[config.mk]
export PLATFORM = sky130hd
export DESIGN_NAME = bldc_commutation_gate_control
export DESIGN_NICKNAME = d
export VERILOG_FILES = /design/src/hw/commutation_pkg.sv /design/src/hw/single_hall_timer.sv /design/src/hw/bldc_commutation_gate_control.sv
export SDC_FILE = /design/constraint.sdc
export NUM_CORES = 1
export LEC_CHECK = 0
export ABC_AREA = 1
export BUFFER_PORTS_ARGS = -buffer_cell sky130_fd_sc_hd__buf_4
export CAP_MARGIN = 10
export CORE_MARGIN = 2
export CORE_UTILIZATION = 58
export CTS_CLUSTER_DIAMETER = 60
export DETAILED_ROUTE_END_ITERATION = 8
export GPL_TIMING_DRIVEN = 0
export PLACE_DENSITY_LB_ADDON = 0.1
export SYNTH_ARGS = -nofsm -noshare
export SYNTH_HDL_FRONTEND = slang
export SYNTH_HIERARCHICAL = 1
export SYNTH_SLANG_ARGS = --single-unit
[constraint.sdc]
create_clock -name clk_i -period 4.2 [get_ports clk_i]
set_clock_uncertainty 0.15 [all_clocks]
set_input_delay 1.26 -clock clk_i [delete_from_list [all_inputs] [get_ports clk_i]]
set_output_delay 1.26 -clock clk_i [all_outputs]
set_load 0.03 [all_outputs]
[src/hw/commutation_pkg.sv]
// constants, field layouts and carrier types for the commutation and gate-control block
// assumes a single 25 MHz logic clock and an active-low asynchronous reset
package commutation_pkg;

	// clock and timing
	localparam int CLK_HZ = 25_000_000;
	localparam int PEAK_US = 15;
	localparam int PEAK_CYCLES = (PEAK_US * (CLK_HZ / 1_000_000));
	localparam int BLANK_NS = 2000;
	localparam int BLANK_CYCLES = (BLANK_NS * (CLK_HZ / 1_000_000) + 999) / 1000;
	localparam int HALL_MULT = 960;
	localparam int STEP_TICKS = HALL_MULT / 6;

	// register map, byte offsets
	localparam logic [3:0] OFS_CTRL = 4'h0;
	localparam logic [3:0] OFS_STATUS = 4'h4;
	localparam logic [3:0] OFS_GATES = 4'h8;

	// control field positions and reset value
	localparam int CTRL_SYNC_BIT = 0;
	localparam int CTRL_SINGLE_BIT = 1;
	localparam logic [1:0] CTRL_RESET = 2'h3;

	// status field positions
	localparam int ST_HALL_LSB = 0;
	localparam int ST_LOCK_BIT = 3;
	localparam int ST_UV_BIT = 4;
	localparam int ST_BRAKE_BIT = 5;
	localparam int ST_ILLEGAL_BIT = 6;
	localparam int ST_FAULT_PIN_BIT = 7;
	localparam int ST_MODE_LSB = 8;
	localparam int ST_TRIP_LSB = 12;

	// commutation modes, one-hot
	typedef enum logic [3:0] {
		MODE_OFF = 4'h1,
		MODE_TABLE = 4'h2,
		MODE_SINGLE = 4'h4,
		MODE_BRAKE = 4'h8
	} mode_t;

	// per-phase gate commands, bit 0 = u, 1 = v, 2 = w
	typedef struct packed {
		logic [2:0] top;
		logic [2:0] bottom;
	} gate_t;

	// synchronised pin inputs
	typedef struct packed {
		logic [2:0] hall;
		logic dir;
		logic brake;
		logic run_request_low;
		logic climit;
		logic supply_undervoltage;
	} pins_t;

endpackage

[src/hw/single_hall_timer.sv]
// single-hall commutation timer and constant-speed detector
// assumes a filtered phase-u hall level on the same clock as the module
module single_hall_timer import commutation_pkg::*; #(
	parameter int PER_W = 24,
	parameter int LOCK_MATCHES = 4
) (
	input wire logic clk_i,
	input wire logic nrst_i,
	input wire logic hall_u_i,
	input wire logic dir_i,
	input wire logic run_i,
	output logic [2:0] state_o,
	output logic locked_o
);

	if (PER_W < 12 || LOCK_MATCHES < 1 || LOCK_MATCHES > 15) begin : g_bad_param
		$error("single_hall_timer: unsupported parameter");
	end

	logic hall_q_r, hall_q_nxt;
	logic [PER_W-1:0] per_r, per_nxt, last_r, last_nxt;
	logic [PER_W:0] acc_r, acc_nxt;
	logic [7:0] ticks_r, ticks_nxt;
	logic [1:0] steps_r, steps_nxt;
	logic [3:0] match_r, match_nxt;
	logic [2:0] state_r, state_nxt;
	logic locked_r, locked_nxt;

	// period measure, 960x tick generator, state stepping and lock detector
	always_comb begin
		logic [PER_W-1:0] diff;
		logic rise;
		logic fall;
		diff = '0;
		rise = hall_u_i & ~hall_q_r;
		fall = ~hall_u_i & hall_q_r;
		hall_q_nxt = hall_u_i;
		per_nxt = (&per_r) ? per_r : per_r + 1'b1;
		last_nxt = last_r;
		acc_nxt = acc_r + (PER_W+1)'(HALL_MULT);
		ticks_nxt = ticks_r;
		steps_nxt = steps_r;
		match_nxt = match_r;
		state_nxt = state_r;
		locked_nxt = locked_r;
		// one tick each time the accumulator passes one period: 960 ticks per hall cycle
		if (last_r != '0 && acc_nxt >= {1'b0, last_r}) begin
			acc_nxt = acc_nxt - {1'b0, last_r};
			if (ticks_r == 8'(STEP_TICKS - 1)) begin
				ticks_nxt = '0;
				if (steps_r != 2'h2 && state_r != 3'h0) begin
					steps_nxt = steps_r + 1'b1;
					state_nxt = (state_r == 3'h6) ? 3'h1 : state_r + 1'b1;
				end
			end else begin
				ticks_nxt = ticks_r + 1'b1;
			end
		end
		// phase-u edges realign the state: rising enters 4 or 1 depending on direction
		if (rise || fall) begin
			acc_nxt = '0;
			ticks_nxt = '0;
			steps_nxt = '0;
			state_nxt = (rise == dir_i) ? 3'h4 : 3'h1;
		end
		if (rise) begin
			per_nxt = '0;
			last_nxt = per_r;
			diff = (per_r > last_r) ? per_r - last_r : last_r - per_r;
			if (diff <= (last_r >> 4) && last_r != '0) begin
				match_nxt = (match_r == 4'(LOCK_MATCHES)) ? match_r : match_r + 1'b1;
			end else begin
				match_nxt = '0;
			end
		end
		locked_nxt = (match_nxt == 4'(LOCK_MATCHES));
		// sudden slow-down, stall or stop drops the lock at once
		if (!run_i || &per_r || (last_r != '0 && per_r > last_r + (last_r >> 3))) begin
			match_nxt = '0;
			locked_nxt = 1'b0;
		end
	end

	// registers
	always_ff @(posedge clk_i or negedge nrst_i) begin
		if (!nrst_i) begin
			hall_q_r <= 1'b0;
			per_r <= '0;
			last_r <= '0;
			acc_r <= '0;
			ticks_r <= '0;
			steps_r <= '0;
			match_r <= '0;
			state_r <= 3'h0;
			locked_r <= 1'b0;
		end else begin
			hall_q_r <= hall_q_nxt;
			per_r <= per_nxt;
			last_r <= last_nxt;
			acc_r <= acc_nxt;
			ticks_r <= ticks_nxt;
			steps_r <= steps_nxt;
			match_r <= match_nxt;
			state_r <= state_nxt;
			locked_r <= locked_nxt;
		end
	end

	assign state_o = state_r;
	assign locked_o = locked_r;

endmodule

[src/hw/bldc_commutation_gate_control.sv]
// top of the commutation and gate-control logic for a sensored three-phase pre-driver
// assumes hall comparators, brake, direction, run request, current-limit and undervoltage
// detectors arrive asynchronously; duty signals come from a pwm generator on clk_i
module bldc_commutation_gate_control import commutation_pkg::*; #(
	parameter int PER_W = 24,
	parameter int LOCK_MATCHES = 4
) (
	// clock and reset
	input wire logic clk_i,
	input wire logic nrst_i,
	// asynchronous pin inputs
	input wire logic [2:0] hall_i,
	input wire logic dir_i,
	input wire logic brake_i,
	input wire logic run_request_low_i,
	input wire logic climit_i,
	input wire logic supply_undervoltage_i,
	// duty signals from the pwm generator
	input wire logic phase_u_duty_i,
	input wire logic phase_v_duty_i,
	input wire logic phase_w_duty_i,
	// register port
	input wire logic [3:0] reg_addr_i,
	input wire logic [31:0] reg_wdata_i,
	input wire logic reg_write_i,
	input wire logic reg_read_i,
	output logic [31:0] reg_rdata_o,
	// gate commands
	output logic phase_u_top_gate_out_o,
	output logic phase_u_bottom_gate_out_o,
	output logic phase_v_top_gate_out_o,
	output logic phase_v_bottom_gate_out_o,
	output logic phase_w_top_gate_out_o,
	output logic phase_w_bottom_gate_out_o,
	output logic [5:0] peak_drive_o,
	// supplies and status pins
	output logic charge_pump_rail_en_o,
	output logic five_volt_regulator_en_o,
	output logic switched_supply_out_on_o,
	output logic speed_locked_o,
	input wire logic fault_out_low_i,
	output logic fault_out_low_o,
	output logic fault_out_low_oe_o
);

	if (PEAK_CYCLES < 1 || BLANK_CYCLES < 1 ||
		PEAK_CYCLES > 511 || BLANK_CYCLES > 255) begin : g_bad_timing
		$error("bldc_commutation_gate_control: timing constants out of range");
	end

	// maps a hall pattern to a state 1..6, or 0 for the two illegal patterns
	function automatic logic [2:0] hall_to_state(input logic [2:0] h, input logic d);
		logic [2:0] p;
		// the pin vector holds u in bit 0, the patterns below read u,v,w from the top bit
		p = d ? {h[0], h[1], h[2]} : ~{h[0], h[1], h[2]};
		unique case (p)
			3'b001: hall_to_state = 3'h1;
			3'b011: hall_to_state = 3'h2;
			3'b010: hall_to_state = 3'h3;
			3'b110: hall_to_state = 3'h4;
			3'b100: hall_to_state = 3'h5;
			3'b101: hall_to_state = 3'h6;
			default: hall_to_state = 3'h0;
		endcase
	endfunction

	// phase enables for a state: top = modulated phase, bottom = phase held on
	function automatic gate_t state_to_enable(input logic [2:0] s);
		gate_t g;
		g.top = 3'h0;
		g.bottom = 3'h0;
		unique case (s)
			3'h1: g = '{top: 3'b010, bottom: 3'b100};
			3'h2: g = '{top: 3'b001, bottom: 3'b100};
			3'h3: g = '{top: 3'b001, bottom: 3'b010};
			3'h4: g = '{top: 3'b100, bottom: 3'b010};
			3'h5: g = '{top: 3'b100, bottom: 3'b001};
			3'h6: g = '{top: 3'b010, bottom: 3'b001};
			default: g = '{top: 3'b000, bottom: 3'b000};
		endcase
		return g;
	endfunction

	// three-stage synchronisers, filtered level follows once stages two and three agree
	pins_t s1_r, s2_r, s3_r, pin_r, pin_nxt;

	always_comb begin
		pin_nxt = (s2_r & s3_r) | (pin_r & (s2_r | s3_r));
	end

	always_ff @(posedge clk_i or negedge nrst_i) begin
		if (!nrst_i) begin
			s1_r <= '{run_request_low: 1'b1, default: 1'b0};
			s2_r <= '{run_request_low: 1'b1, default: 1'b0};
			s3_r <= '{run_request_low: 1'b1, default: 1'b0};
			pin_r <= '{run_request_low: 1'b1, default: 1'b0};
		end else begin
			s1_r <= '{hall_i, dir_i, brake_i, run_request_low_i, climit_i,
				supply_undervoltage_i};
			s2_r <= s1_r;
			s3_r <= s2_r;
			pin_r <= pin_nxt;
		end
	end

	// single-hall timer and speed lock
	logic [2:0] single_state;
	logic locked;

	single_hall_timer #(
		.PER_W(PER_W),
		.LOCK_MATCHES(LOCK_MATCHES)
	) u_single_hall_timer (
		.clk_i(clk_i),
		.nrst_i(nrst_i),
		.hall_u_i(pin_r.hall[0]),
		.dir_i(pin_r.dir),
		.run_i(~pin_r.run_request_low),
		.state_o(single_state),
		.locked_o(locked)
	);

	// control register and read data
	logic [1:0] ctrl_r, ctrl_nxt;
	logic [31:0] rdata_r, rdata_nxt;
	mode_t mode_r, mode_nxt;
	gate_t gate_r, gate_nxt;
	logic [2:0] trip_r, trip_nxt;
	logic illegal;

	assign illegal = (hall_to_state(pin_r.hall, pin_r.dir) == 3'h0);

	always_comb begin
		ctrl_nxt = ctrl_r;
		rdata_nxt = '0;
		if (reg_write_i && reg_addr_i == OFS_CTRL) begin
			ctrl_nxt = reg_wdata_i[1:0];
		end
		if (reg_read_i) begin
			unique case (reg_addr_i)
				OFS_CTRL: rdata_nxt[1:0] = ctrl_r;
				OFS_STATUS: begin
					rdata_nxt[ST_HALL_LSB +: 3] = pin_r.hall;
					rdata_nxt[ST_LOCK_BIT] = locked;
					rdata_nxt[ST_UV_BIT] = pin_r.supply_undervoltage;
					rdata_nxt[ST_BRAKE_BIT] = pin_r.brake;
					rdata_nxt[ST_ILLEGAL_BIT] = illegal;
					rdata_nxt[ST_FAULT_PIN_BIT] = fault_out_low_i;
					rdata_nxt[ST_MODE_LSB +: 4] = mode_r;
					rdata_nxt[ST_TRIP_LSB +: 3] = trip_r;
				end
				OFS_GATES: rdata_nxt[5:0] = gate_r;
				default: rdata_nxt = '0;
			endcase
		end
	end

	always_ff @(posedge clk_i or negedge nrst_i) begin
		if (!nrst_i) begin
			ctrl_r <= CTRL_RESET;
			rdata_r <= '0;
		end else begin
			ctrl_r <= ctrl_nxt;
			rdata_r <= rdata_nxt;
		end
	end

	// mode selection: standby and undervoltage first, then brake, then lock
	always_comb begin
		if (pin_r.run_request_low || pin_r.supply_undervoltage) begin
			mode_nxt = MODE_OFF;
		end else if (pin_r.brake) begin
			mode_nxt = MODE_BRAKE;
		end else if (locked && ctrl_r[CTRL_SINGLE_BIT]) begin
			mode_nxt = MODE_SINGLE;
		end else begin
			mode_nxt = MODE_TABLE;
		end
	end

	always_ff @(posedge clk_i or negedge nrst_i) begin
		if (!nrst_i) begin
			mode_r <= MODE_OFF;
		end else begin
			mode_r <= mode_nxt;
		end
	end

	// pwm cycle start and blanking per phase
	logic [2:0] duty, duty_q_r, cyc_start;
	logic [7:0] blank_r [3];
	logic [7:0] blank_nxt [3];

	assign duty = {phase_w_duty_i, phase_v_duty_i, phase_u_duty_i};
	assign cyc_start = duty & ~duty_q_r;

	always_comb begin
		for (int i = 0; i < 3; i++) begin
			if (cyc_start[i]) begin
				blank_nxt[i] = 8'(BLANK_CYCLES);
			end else begin
				blank_nxt[i] = (blank_r[i] != 8'h00) ? blank_r[i] - 8'h01 : 8'h00;
			end
		end
	end

	// current-limit trip latches, a fresh trip wins over the cycle-start clear
	logic [2:0] trip_set;

	always_comb begin
		for (int i = 0; i < 3; i++) begin
			trip_set[i] = pin_r.climit && blank_r[i] == 8'h00 && gate_r.top[i];
		end
		trip_nxt = (trip_r & ~cyc_start) | trip_set;
	end

	always_ff @(posedge clk_i or negedge nrst_i) begin
		if (!nrst_i) begin
			duty_q_r <= 3'h0;
			trip_r <= 3'h0;
			for (int i = 0; i < 3; i++) begin
				blank_r[i] <= 8'h00;
			end
		end else begin
			duty_q_r <= duty;
			trip_r <= trip_nxt;
			for (int i = 0; i < 3; i++) begin
				blank_r[i] <= blank_nxt[i];
			end
		end
	end

	// gate equations from the selected commutation state
	always_comb begin
		gate_t en;
		logic [2:0] st;
		logic [2:0] hi;
		st = (mode_r == MODE_SINGLE) ? single_state : hall_to_state(pin_r.hall, pin_r.dir);
		en = state_to_enable(st);
		hi = duty & en.top & ~trip_r & ~trip_set;
		gate_nxt.top = 3'h0;
		gate_nxt.bottom = 3'h0;
		unique case (mode_r)
			MODE_OFF: gate_nxt = '0;
			MODE_BRAKE: begin
				gate_nxt.top = 3'h0;
				gate_nxt.bottom = 3'h7;
			end
			MODE_TABLE, MODE_SINGLE: begin
				gate_nxt.top = hi;
				// synchronous mode fills the off time of the modulated phase, trips included
				gate_nxt.bottom = en.bottom | ({3{ctrl_r[CTRL_SYNC_BIT]}} & en.top & ~hi);
			end
			default: gate_nxt = '0;
		endcase
		if (illegal) begin
			gate_nxt = '0;
		end
	end

	always_ff @(posedge clk_i or negedge nrst_i) begin
		if (!nrst_i) begin
			gate_r <= '0;
		end else begin
			gate_r <= gate_nxt;
		end
	end

	// peak drive window restarts on every change of each gate command
	logic [5:0] gate_flat, gate_prev_r, peak_r, peak_nxt;
	logic [8:0] peak_cnt_r [6];
	logic [8:0] peak_cnt_nxt [6];

	assign gate_flat = gate_r;

	for (genvar g = 0; g < 6; g++) begin : g_peak
		always_comb begin
			if (gate_flat[g] != gate_prev_r[g]) begin
				peak_cnt_nxt[g] = 9'(PEAK_CYCLES - 1);
				peak_nxt[g] = 1'b1;
			end else if (peak_cnt_r[g] != 9'h000) begin
				peak_cnt_nxt[g] = peak_cnt_r[g] - 9'h001;
				peak_nxt[g] = 1'b1;
			end else begin
				peak_cnt_nxt[g] = 9'h000;
				peak_nxt[g] = 1'b0;
			end
		end

		always_ff @(posedge clk_i or negedge nrst_i) begin
			if (!nrst_i) begin
				peak_cnt_r[g] <= 9'h000;
				peak_r[g] <= 1'b0;
				gate_prev_r[g] <= 1'b0;
			end else begin
				peak_cnt_r[g] <= peak_cnt_nxt[g];
				peak_r[g] <= peak_nxt[g];
				gate_prev_r[g] <= gate_flat[g];
			end
		end
	end

	// supplies, lock and fault pin
	logic supplies_r, supplies_nxt, locked_r, fault_r, fault_nxt;

	always_comb begin
		supplies_nxt = ~pin_r.run_request_low;
		fault_nxt = pin_r.supply_undervoltage;
	end

	always_ff @(posedge clk_i or negedge nrst_i) begin
		if (!nrst_i) begin
			supplies_r <= 1'b0;
			locked_r <= 1'b0;
			fault_r <= 1'b0;
		end else begin
			supplies_r <= supplies_nxt;
			locked_r <= locked;
			fault_r <= fault_nxt;
		end
	end

	// outputs
	assign reg_rdata_o = rdata_r;
	assign phase_u_top_gate_out_o = gate_r.top[0];
	assign phase_v_top_gate_out_o = gate_r.top[1];
	assign phase_w_top_gate_out_o = gate_r.top[2];
	assign phase_u_bottom_gate_out_o = gate_r.bottom[0];
	assign phase_v_bottom_gate_out_o = gate_r.bottom[1];
	assign phase_w_bottom_gate_out_o = gate_r.bottom[2];
	assign peak_drive_o = peak_r;
	assign charge_pump_rail_en_o = supplies_r;
	assign five_volt_regulator_en_o = supplies_r;
	assign switched_supply_out_on_o = supplies_r;
	assign speed_locked_o = locked_r;
	assign fault_out_low_o = 1'b0; // open drain: only ever pulls low
	assign fault_out_low_oe_o = fault_r;

endmodule

==> results.py, run 1 <==
metrics = {
    "cts": {
        "cts_sinks": 250,
        "tritoncts": "done",
        "numCtsBuffers": 30,
        "clockBufferDepth": 3,
        "clockRootBuffer": "clkbuf_16",
        "path_clk_slew_ns": 0.06,
        "insertion_delay_ns": 0.57,
        "cts_max_level": 1,
    },
    "die": {
        "core_area_sq_um": 29800,
        "die_h_um": 178,
        "dieWidth_um": 178,
        "io_pins": 102,
        "initial_utilization_pct": 59.1,
        "die_area_sq_um": 31800,
        "fp-row-count": 63,
    },
    "routing": {
        "wire_per_inst_um": 16.7,
        "routed_wl_um": 48900,
        "antenna_left": 0,
        "viasPerCell": 5.48,
        "firstDrtPassIters": 6,
        "drc": 0,
        "dr_total_vias": 16100,
        "drt_iter0_drc": 1209,
    },
    "synthesis": {
        "synth_edf_count": 0,
        "synthXorXnorAreaFrac_pct": 6.51,
        "async_reset_ff_share_pct": 100,
        "synth.ff_latch_count": 250,
        "synth_area_leaders": "dfrtp_1 (35%), nand2_1 (11%), ha_1 (11%), inv_1 (7.2%), nor2_1 (4.8%)",
        "postSynthAreaPerCell_sq_um": 7.56,
        "synthAdderAreaFrac_pct": 11.9,
        "synthDistinctLibCells": 58,
        "yosysSeqAreaShare_pct": 35.6,
        "synthFlopType": "dfrtp_1",
        "yosysMostFrequentCell": "nand2_1",
        "synth_mux_area_share_pct": 0.128,
        "netlist_area_sq_um": 17600,
        "synth_top_area_share_pct": 34.5,
        "synth_area_leader_cell": "dfrtp_1",
        "synth_top_family_by_area": "simple AND/OR/NAND/NOR gates",
        "yosys.area_share.simple_pct": 25.2,
        "synth_warnings": 6,
        "synth_compound_area_share_pct": 11.1,
        "synthCells": 2331,
        "ys_top_cells_by_count": "nand2_1 (536), inv_1 (338), dfrtp_1 (243)",
    },
    "grt": {
        "grtUsageTotal_pct": 30.1,
        "grt_pass1_wl_um": 76200,
        "grt_overflow": 0,
        "grt_max_degree": 127,
        "grt_pass1_vias": 15200,
        "antenna_found_initial": 1,
    },
    "setup_path": {
        "cp.required_ns": 4.51,
        "crit_path_start": "u_single_hall_timer/per_r[9]",
        "r2r-start": "u_single_hall_timer/per_r[9]",
        "slowest_stage": "dfrtp_2",
        "slowest_delay_ns": 0.41,
        "start_kind": "register",
        "path_common_cell": "nand2_2",
        "worstPathArrival_ns": 4.42,
        "r2r-end": "u_single_hall_timer/locked_o",
        "r2r_cells": 25,
        "crit_fanout": 8,
        "worst_setup_path_end_kind": "register",
        "path_class": "register to register",
        "r2r_setup_slack_ns": 0.09,
    },
    "placed_design": {
        "port_buffers": 52,
        "place_ws_ns": -0.812,
        "gp_congestion": 0.943,
        "hpwl_um": 36000,
        "dp_cells": 2792,
        "dpl-instance-area_sq_um": 18600,
    },
    "power_and_ir_drop": {
        "vdd_drop_max_uv": 555,
        "power_mw": 15.7,
        "p_leak_nw": 10.6,
        "p_per_area_nw_per_um2": 735,
    },
    "timing": {
        "fmax_mhz": 243,
        "setup_ws_ns": 0.0924,
        "tightestPinTransition_ns": 0.748,
        "period_share_pct": 97.8,
        "fin_crit_ns": 4.11,
        "max-slew-margin-rel_pct": 50.1,
        "rsz0062_at_grt": "yes",
        "hold_viol": 0,
        "setup_viol": 0,
        "drv_slew": 0,
    },
    "run": {
        "maxCapViolations": 0,
    },
    "min_path": {
        "min_path_type": "register to register",
        "worstHoldStart": "s1_r[3]",
        "whs_endpoint": "s2_r[3]",
        "hold_path_depth": 0,
    },
    "cells_and_area": {
        "fin_area_sq_um": 21300,
        "syn_to_final_growth_pct": 21.1,
        "drive_above_1_share_pct": 20.5,
        "final_cells": 2936,
        "fin_nets": 2734,
        "antenna_cells": 0,
        "num-fill-cells": 2390,
    },
    "outcome": {
        "outcome": "completed",
    },
}
## per-stage QoR
step                util (%)  TNS (ns)  hold WS [ns]
CTS                     68.1         0         0.197
global route            71.6    -0.498         0.206
detailed placement      62.5     -3.78         0.185
floorplan                  -         0         0.181
finish                  71.6         0         0.194
global placement        62.3    -72.28         0.182
## layout by cell type (no fill, tap or decap), types with 15 or more instances in the layout
master	Yosys	routed
a21oi_1	131	124
buf_4	25	161
clkbuf_16	0	30
conb_1	1	18
dfrtp_1	243	198
dfrtp_2	0	45
ha_1	155	122
ha_4	0	31
inv_1	338	304
inv_2	26	42
nand2_1	536	510
nand2_2	14	36
nand3_1	100	97
nand3_2	16	19
nand4_1	35	35
nor2_1	223	209
nor3_1	38	38
nor4_1	18	15
o21ai_0	111	99
o21ai_1	43	47
o21ai_2	13	20
xnor2_1	62	61
xor2_1	69	69
## kinds of logic (layout without fill, tap and decap cells)
| kind of cell | after synthesis | in the layout |
|---|---|---|
| simple gates | 1017 | 1017 |
| buf+inv | 408 | 606 |
| compound gates | 355 | 355 |
| flops | 250 | 250 |
| fa+ha+maj | 167 | 167 |
| xor+xnor | 131 | 131 |
| mux | 2 | 2 |
| other cells | 1 | 18 |
## worst max-delay path: cells and delay by family, from the launching register on
kind | cells | cell delay [ns]
AO/OA/AOI/OAI | 6 | 1.05
flip-flops | 1 | 0.41
AND/OR/NAND/NOR | 11 | 1.10
adder cells (fa/ha/maj) | 2 | 0.59
buffers and inverters | 5 | 0.56
XOR/XNOR | 1 | 0.14
## per-layer routing
metal	vias to the layer above	global-route usage (%)	wire length, um
li1	7887	-	-
met1	7583	40.4	21200
met2	497	49.6	22900
met3	109	5.54	3240
met4	0	9.38	1530
met5	-	0	0
## state kept, by name (all words and copies together) (netlist names), 7 cells and up
register / cells
s2_r: 8
u_single_hall_timer/last_r: 24
u_single_hall_timer/per_r: 24
peak_cnt_r: 54
s1_r: 8
u_single_hall_timer/ticks_r: 8
blank_r: 24
u_single_hall_timer/acc_r: 25
reg_rdata_o: 15
pin_r: 7
s3_r: 8
## report_power, final
group / switching [mW] / leakage, nW / total, mW / internal, mW
clock network: 1.06 / 0.551 / 2.92 / 1.86
registers: 0.408 / 3.08 / 3.34 / 2.93
logic: 5.56 / 6.93 / 9.42 / 3.86
## what timing repair did
item                       CTS  global route
pin swaps                   10            54
setup endpoints to repair    5            43
setup buffers               21            69
cloned                       0             0
hold buffers                 0             0
resized for setup          102           146
hold endpoints to repair     0             0
## cell type report
| cell class | instances | area (sq um) | share of cell area, % |
|---|---|---|---|
| inverter | 365 | 1430 | 6.71 |
| clock inverter | 17 | 308 | 1.44 |
| sequential | 250 | 6320 | 29.6 |
| multi-input combinational | 1690 | 10500 | 49.1 |
| tap | 390 | 488 | 2.29 |
| buffer | 42 | 319 | 1.49 |
| timing repair buffer | 144 | 1150 | 5.38 |
| clock buffer | 38 | 841 | 3.94 |
## worst max path at each step
| stage | cells after the start | slack, ns | endpoint |
|---|---|---|---|
| finish | 25 | 0.09 | u_single_hall_timer/locked_o |
| global route | 20 | -0.13 | u_single_hall_timer/locked_o |
| CTS | 28 | 0.008 | u_single_hall_timer/locked_o |
| detailed placement | 29 | -0.81 | u_single_hall_timer/locked_o |
| global placement | 29 | -0.74 | u_single_hall_timer/locked_o |
| floorplan | 30 | 0.42 | u_single_hall_timer/locked_o |
Note: power is estimated with default switching activity, not from simulation.
==> run 2, diff against run 1 <==
ABC_AREA = unset   (was 1)
CELL_PAD_IN_SITES_DETAIL_PLACEMENT = 0   (was unset)
CELL_PAD_IN_SITES_GLOBAL_PLACEMENT = 2   (was unset)
CORE_UTILIZATION = 39   (was 58)
==> run 2 against run 1 <==
Via count decreased by 12%. Cell count shrank 8.9%. First-iteration DRC count shrank 36%. Design area shrank 2.5%. Global-route usage down 8.2 points. Core utilization fell by 23 points. The run now ends with negative setup slack left. Non-clock buffer count increased by 28. Maximum frequency down 18%. Sequential power up 2%.
==> results.py, run 2 <==
metrics = {
    "outcome": {
        "outcome": "finished, violations left",
        "violations": "negative setup slack",
    },
    "min_path": {
        "worstHoldStart": "s1_r[4]",
        "hold_path_depth": 0,
        "whs_endpoint": "s2_r[4]",
        "min_path_type": "register to register",
    },
    "power_and_ir_drop": {
        "vdd_drop_max_uv": 455,
        "p_per_area_nw_per_um2": 690,
        "p_leak_nw": 9.20,
    },
    "die": {
        "fp-row-count": 76,
        "io_pins": 102,
        "die_h_um": 212,
        "initial_utilization_pct": 39.3,
        "die_area_sq_um": 44900,
        "core_area_sq_um": 42900,
        "dieWidth_um": 212,
    },
    "run": {
        "maxCapViolations": 0,
    },
    "setup_path": {
        "worstPathArrival_ns": 5.33,
        "r2r_setup_slack_ns": -0.81,
        "r2r-start": "u_single_hall_timer/last_r[21]",
        "worst_setup_path_end_kind": "register",
        "r2r-end": "u_single_hall_timer/match_r[3]",
        "start_kind": "register",
        "r2r_cells": 22,
        "crit_fanout": 9,
        "cp.required_ns": 4.52,
        "path_class": "register to register",
    },
    "timing": {
        "period_share_pct": 119,
        "tightestPinTransition_ns": 1.01,
        "drv_slew": 0,
        "hold-worst-slack_ns": 0.198,
        "hold_viol": 0,
        "fmax_mhz": 200,
        "fin_crit_ns": 5.01,
        "rsz0062_at_grt": "yes",
        "setup-tns-final_ns": -4.01,
        "setup_viol": 6,
        "max-slew-margin-rel_pct": 31.5,
        "setup_ws_ns": -0.812,
    },
    "synthesis": {
        "synth_top_area_share_pct": 36.0,
        "async_reset_ff_share_pct": 100,
        "netlist_area_sq_um": 16900,
        "yosysSeqAreaShare_pct": 37.1,
        "synth.ff_latch_count": 250,
        "synthFlopType": "dfrtp_1",
        "ys_top_cells_by_count": "dfrtp_1 (243), nor2_1 (177), ha_1 (155)",
        "synth_edf_count": 0,
        "synth_area_leaders": "dfrtp_1 (36%), ha_1 (11%), xnor2_1 (6.0%), nor2_1 (3.9%), nand2_1 (3.4%)",
        "synth_area_leader_cell": "dfrtp_1",
        "synthDistinctLibCells": 93,
        "synthCells": 1862,
        "synth_warnings": 6,
        "postSynthAreaPerCell_sq_um": 9.06,
        "yosysMostFrequentCell": "dfrtp_1",
    },
    "routing": {
        "routed_wl_um": 48300,
        "antenna_left": 0,
        "viasPerCell": 5.29,
        "drc": 0,
        "firstDrtPassIters": 5,
        "drt_iter0_drc": 778,
        "wire_per_inst_um": 18.1,
        "dr_total_vias": 14100,
    },
    "cells_and_area": {
        "num-fill-cells": 4102,
        "biggestRegsByFlops": "peak_cnt_r x54, u_single_hall_timer/acc_r x25",
        "largest_reg_flops": 54,
        "drive_above_1_share_pct": 21.5,
        "mostFrequentLayoutCells": "dfrtp_1 (198), nor2_1 (173), buf_4 (173)",
        "syn_to_final_growth_pct": 23.3,
        "final_common_cell": "dfrtp_1",
        "final_core_util_pct": 48.5,
        "antenna_cells": 0,
        "largest-register": "peak_cnt_r",
        "fin_nets": 2273,
    },
    "grt": {
        "antenna_found_initial": 0,
        "grt_pass1_vias": 14100,
        "grt_max_degree": 87,
        "grt_overflow": 0,
        "grtUsageTotal_pct": 21.9,
        "grt_pass1_wl_um": 77300,
    },
    "cts": {
        "insertion_delay_ns": 0.55,
        "clockBufferDepth": 3,
        "clockRootBuffer": "clkbuf_16",
        "cts_sinks": 250,
        "tritoncts": "done",
        "cts_max_level": 2,
        "numCtsBuffers": 36,
        "path_clk_slew_ns": 0.05,
    },
    "placed_design": {
        "gp_congestion": 0.844,
        "port_buffers": 53,
        "hpwl_um": 36100,
    },
}
-- run 2: changes by cell type in the layout (fill, tap and decap cells not counted), sizes merged, moves of 35 or more --
cell and delta:
nand3 -71, nand2 -406, a21o +38, xnor2 +54, nor2 -51, o21ai -41
inv -236, nand2b +35
-- run 2: per-stage QoR --
stage	cell area, sq um	setup slack (ns)	cells	power [mW]
finish	20800	-0.812	2674	14.4
CTS	20400	-0.838	2651	14.2
detailed placement	18400	-1.57	2519	10.6
floorplan	17200	-0.0673	1879	8.74
global placement	18300	-1.60	2517	10.5
global route	20800	-0.975	2674	15.6
-- run 2: final cells by class --
class                      count  area (sq um)  share of cell area (%)
multi-input combinational   1443         10500                    50.5
sequential                   250          6320                    30.4
timing repair buffer         152          1200                    5.75
clock buffer                  43           947                    4.55
tap                          585           732                    3.52
inverter                     117           458                    2.20
buffer                        62           453                    2.18
clock inverter                22           201                   0.968
-- run 2: cell families after synthesis --
group	count (synthesis)	share of synthesized area (%)
AO/OA/AOI/OAI	439	16.8
adder cells (fa/ha/maj)	167	12.4
flip-flops	250	37.1
multiplexers	19	1.16
AND/OR/NAND/NOR	638	19.3
other	1	0.0222
buffers and inverters	186	4.73
XOR/XNOR	162	8.41
-- run 2: worst max-delay path, stage by stage, from the launching register on --
cell and delay, ns:
dfrtp_2 0.45, ha_4 0.28, buf_8 0.12, nand2_4 0.08
nor3_4 0.32, mux2i_4 0.33, nand2_4 0.10, buf_8 0.16
a311o_1 0.29, a22oi_2 0.25, o32ai_2 0.15, xor2_1 0.18
ha_1 0.32, nand4_1 0.21, nor3_2 0.16, and3_4 0.22
nor2_2 0.04, a211oi_2 0.16, buf_4 0.17, o211ai_1 0.17
a2111oi_4 0.29, a21oi_2 0.15, o22ai_1 0.17
-- run 2: what timing repair did --
item / 4_1_cts / 5_1_grt
endpoints found under the setup margin: 40 / 41
buffers inserted: 69 / 28
gates resized for setup: 110 / 61
pin swaps: 18 / 18
hold endpoints to repair: 0 / 0
hold buffers: 0 / 0
-- run 2: layer usage --
metal / part of all wire [%] / GRT usage (%) / vias to the layer above
met3: 3.6 / 2.61 / 63
met1: 46 / 29.4 / 6838
met2: 48 / 37.2 / 246
li1: - / - / 6997
met5: 0 / 0 / -
met4: 2.0 / 6.07 / 0
-- run 2: worst max path at each step --
stage / cells after the start / slack [ns] / start / endpoint
finish: 22 / -0.81 / u_single_hall_timer/last_r[21] / u_single_hall_timer/match_r[3]
global route: 22 / -0.97 / u_single_hall_timer/last_r[21] / u_single_hall_timer/locked_o
CTS: 22 / -0.84 / u_single_hall_timer/last_r[19] / u_single_hall_timer/match_r[3]
detailed placement: 21 / -1.57 / u_single_hall_timer/last_r[21] / u_single_hall_timer/match_r[3]
global placement: 21 / -1.60 / u_single_hall_timer/last_r[21] / u_single_hall_timer/match_r[3]
floorplan: 23 / -0.07 / u_single_hall_timer/per_r[17] / u_single_hall_timer/match_r[3]
-- run 2: where the power goes --
group / internal [mW] / switching, mW
sequential: 2.91 / 0.486
clock: 1.71 / 1.20
combinational: 3.56 / 4.47
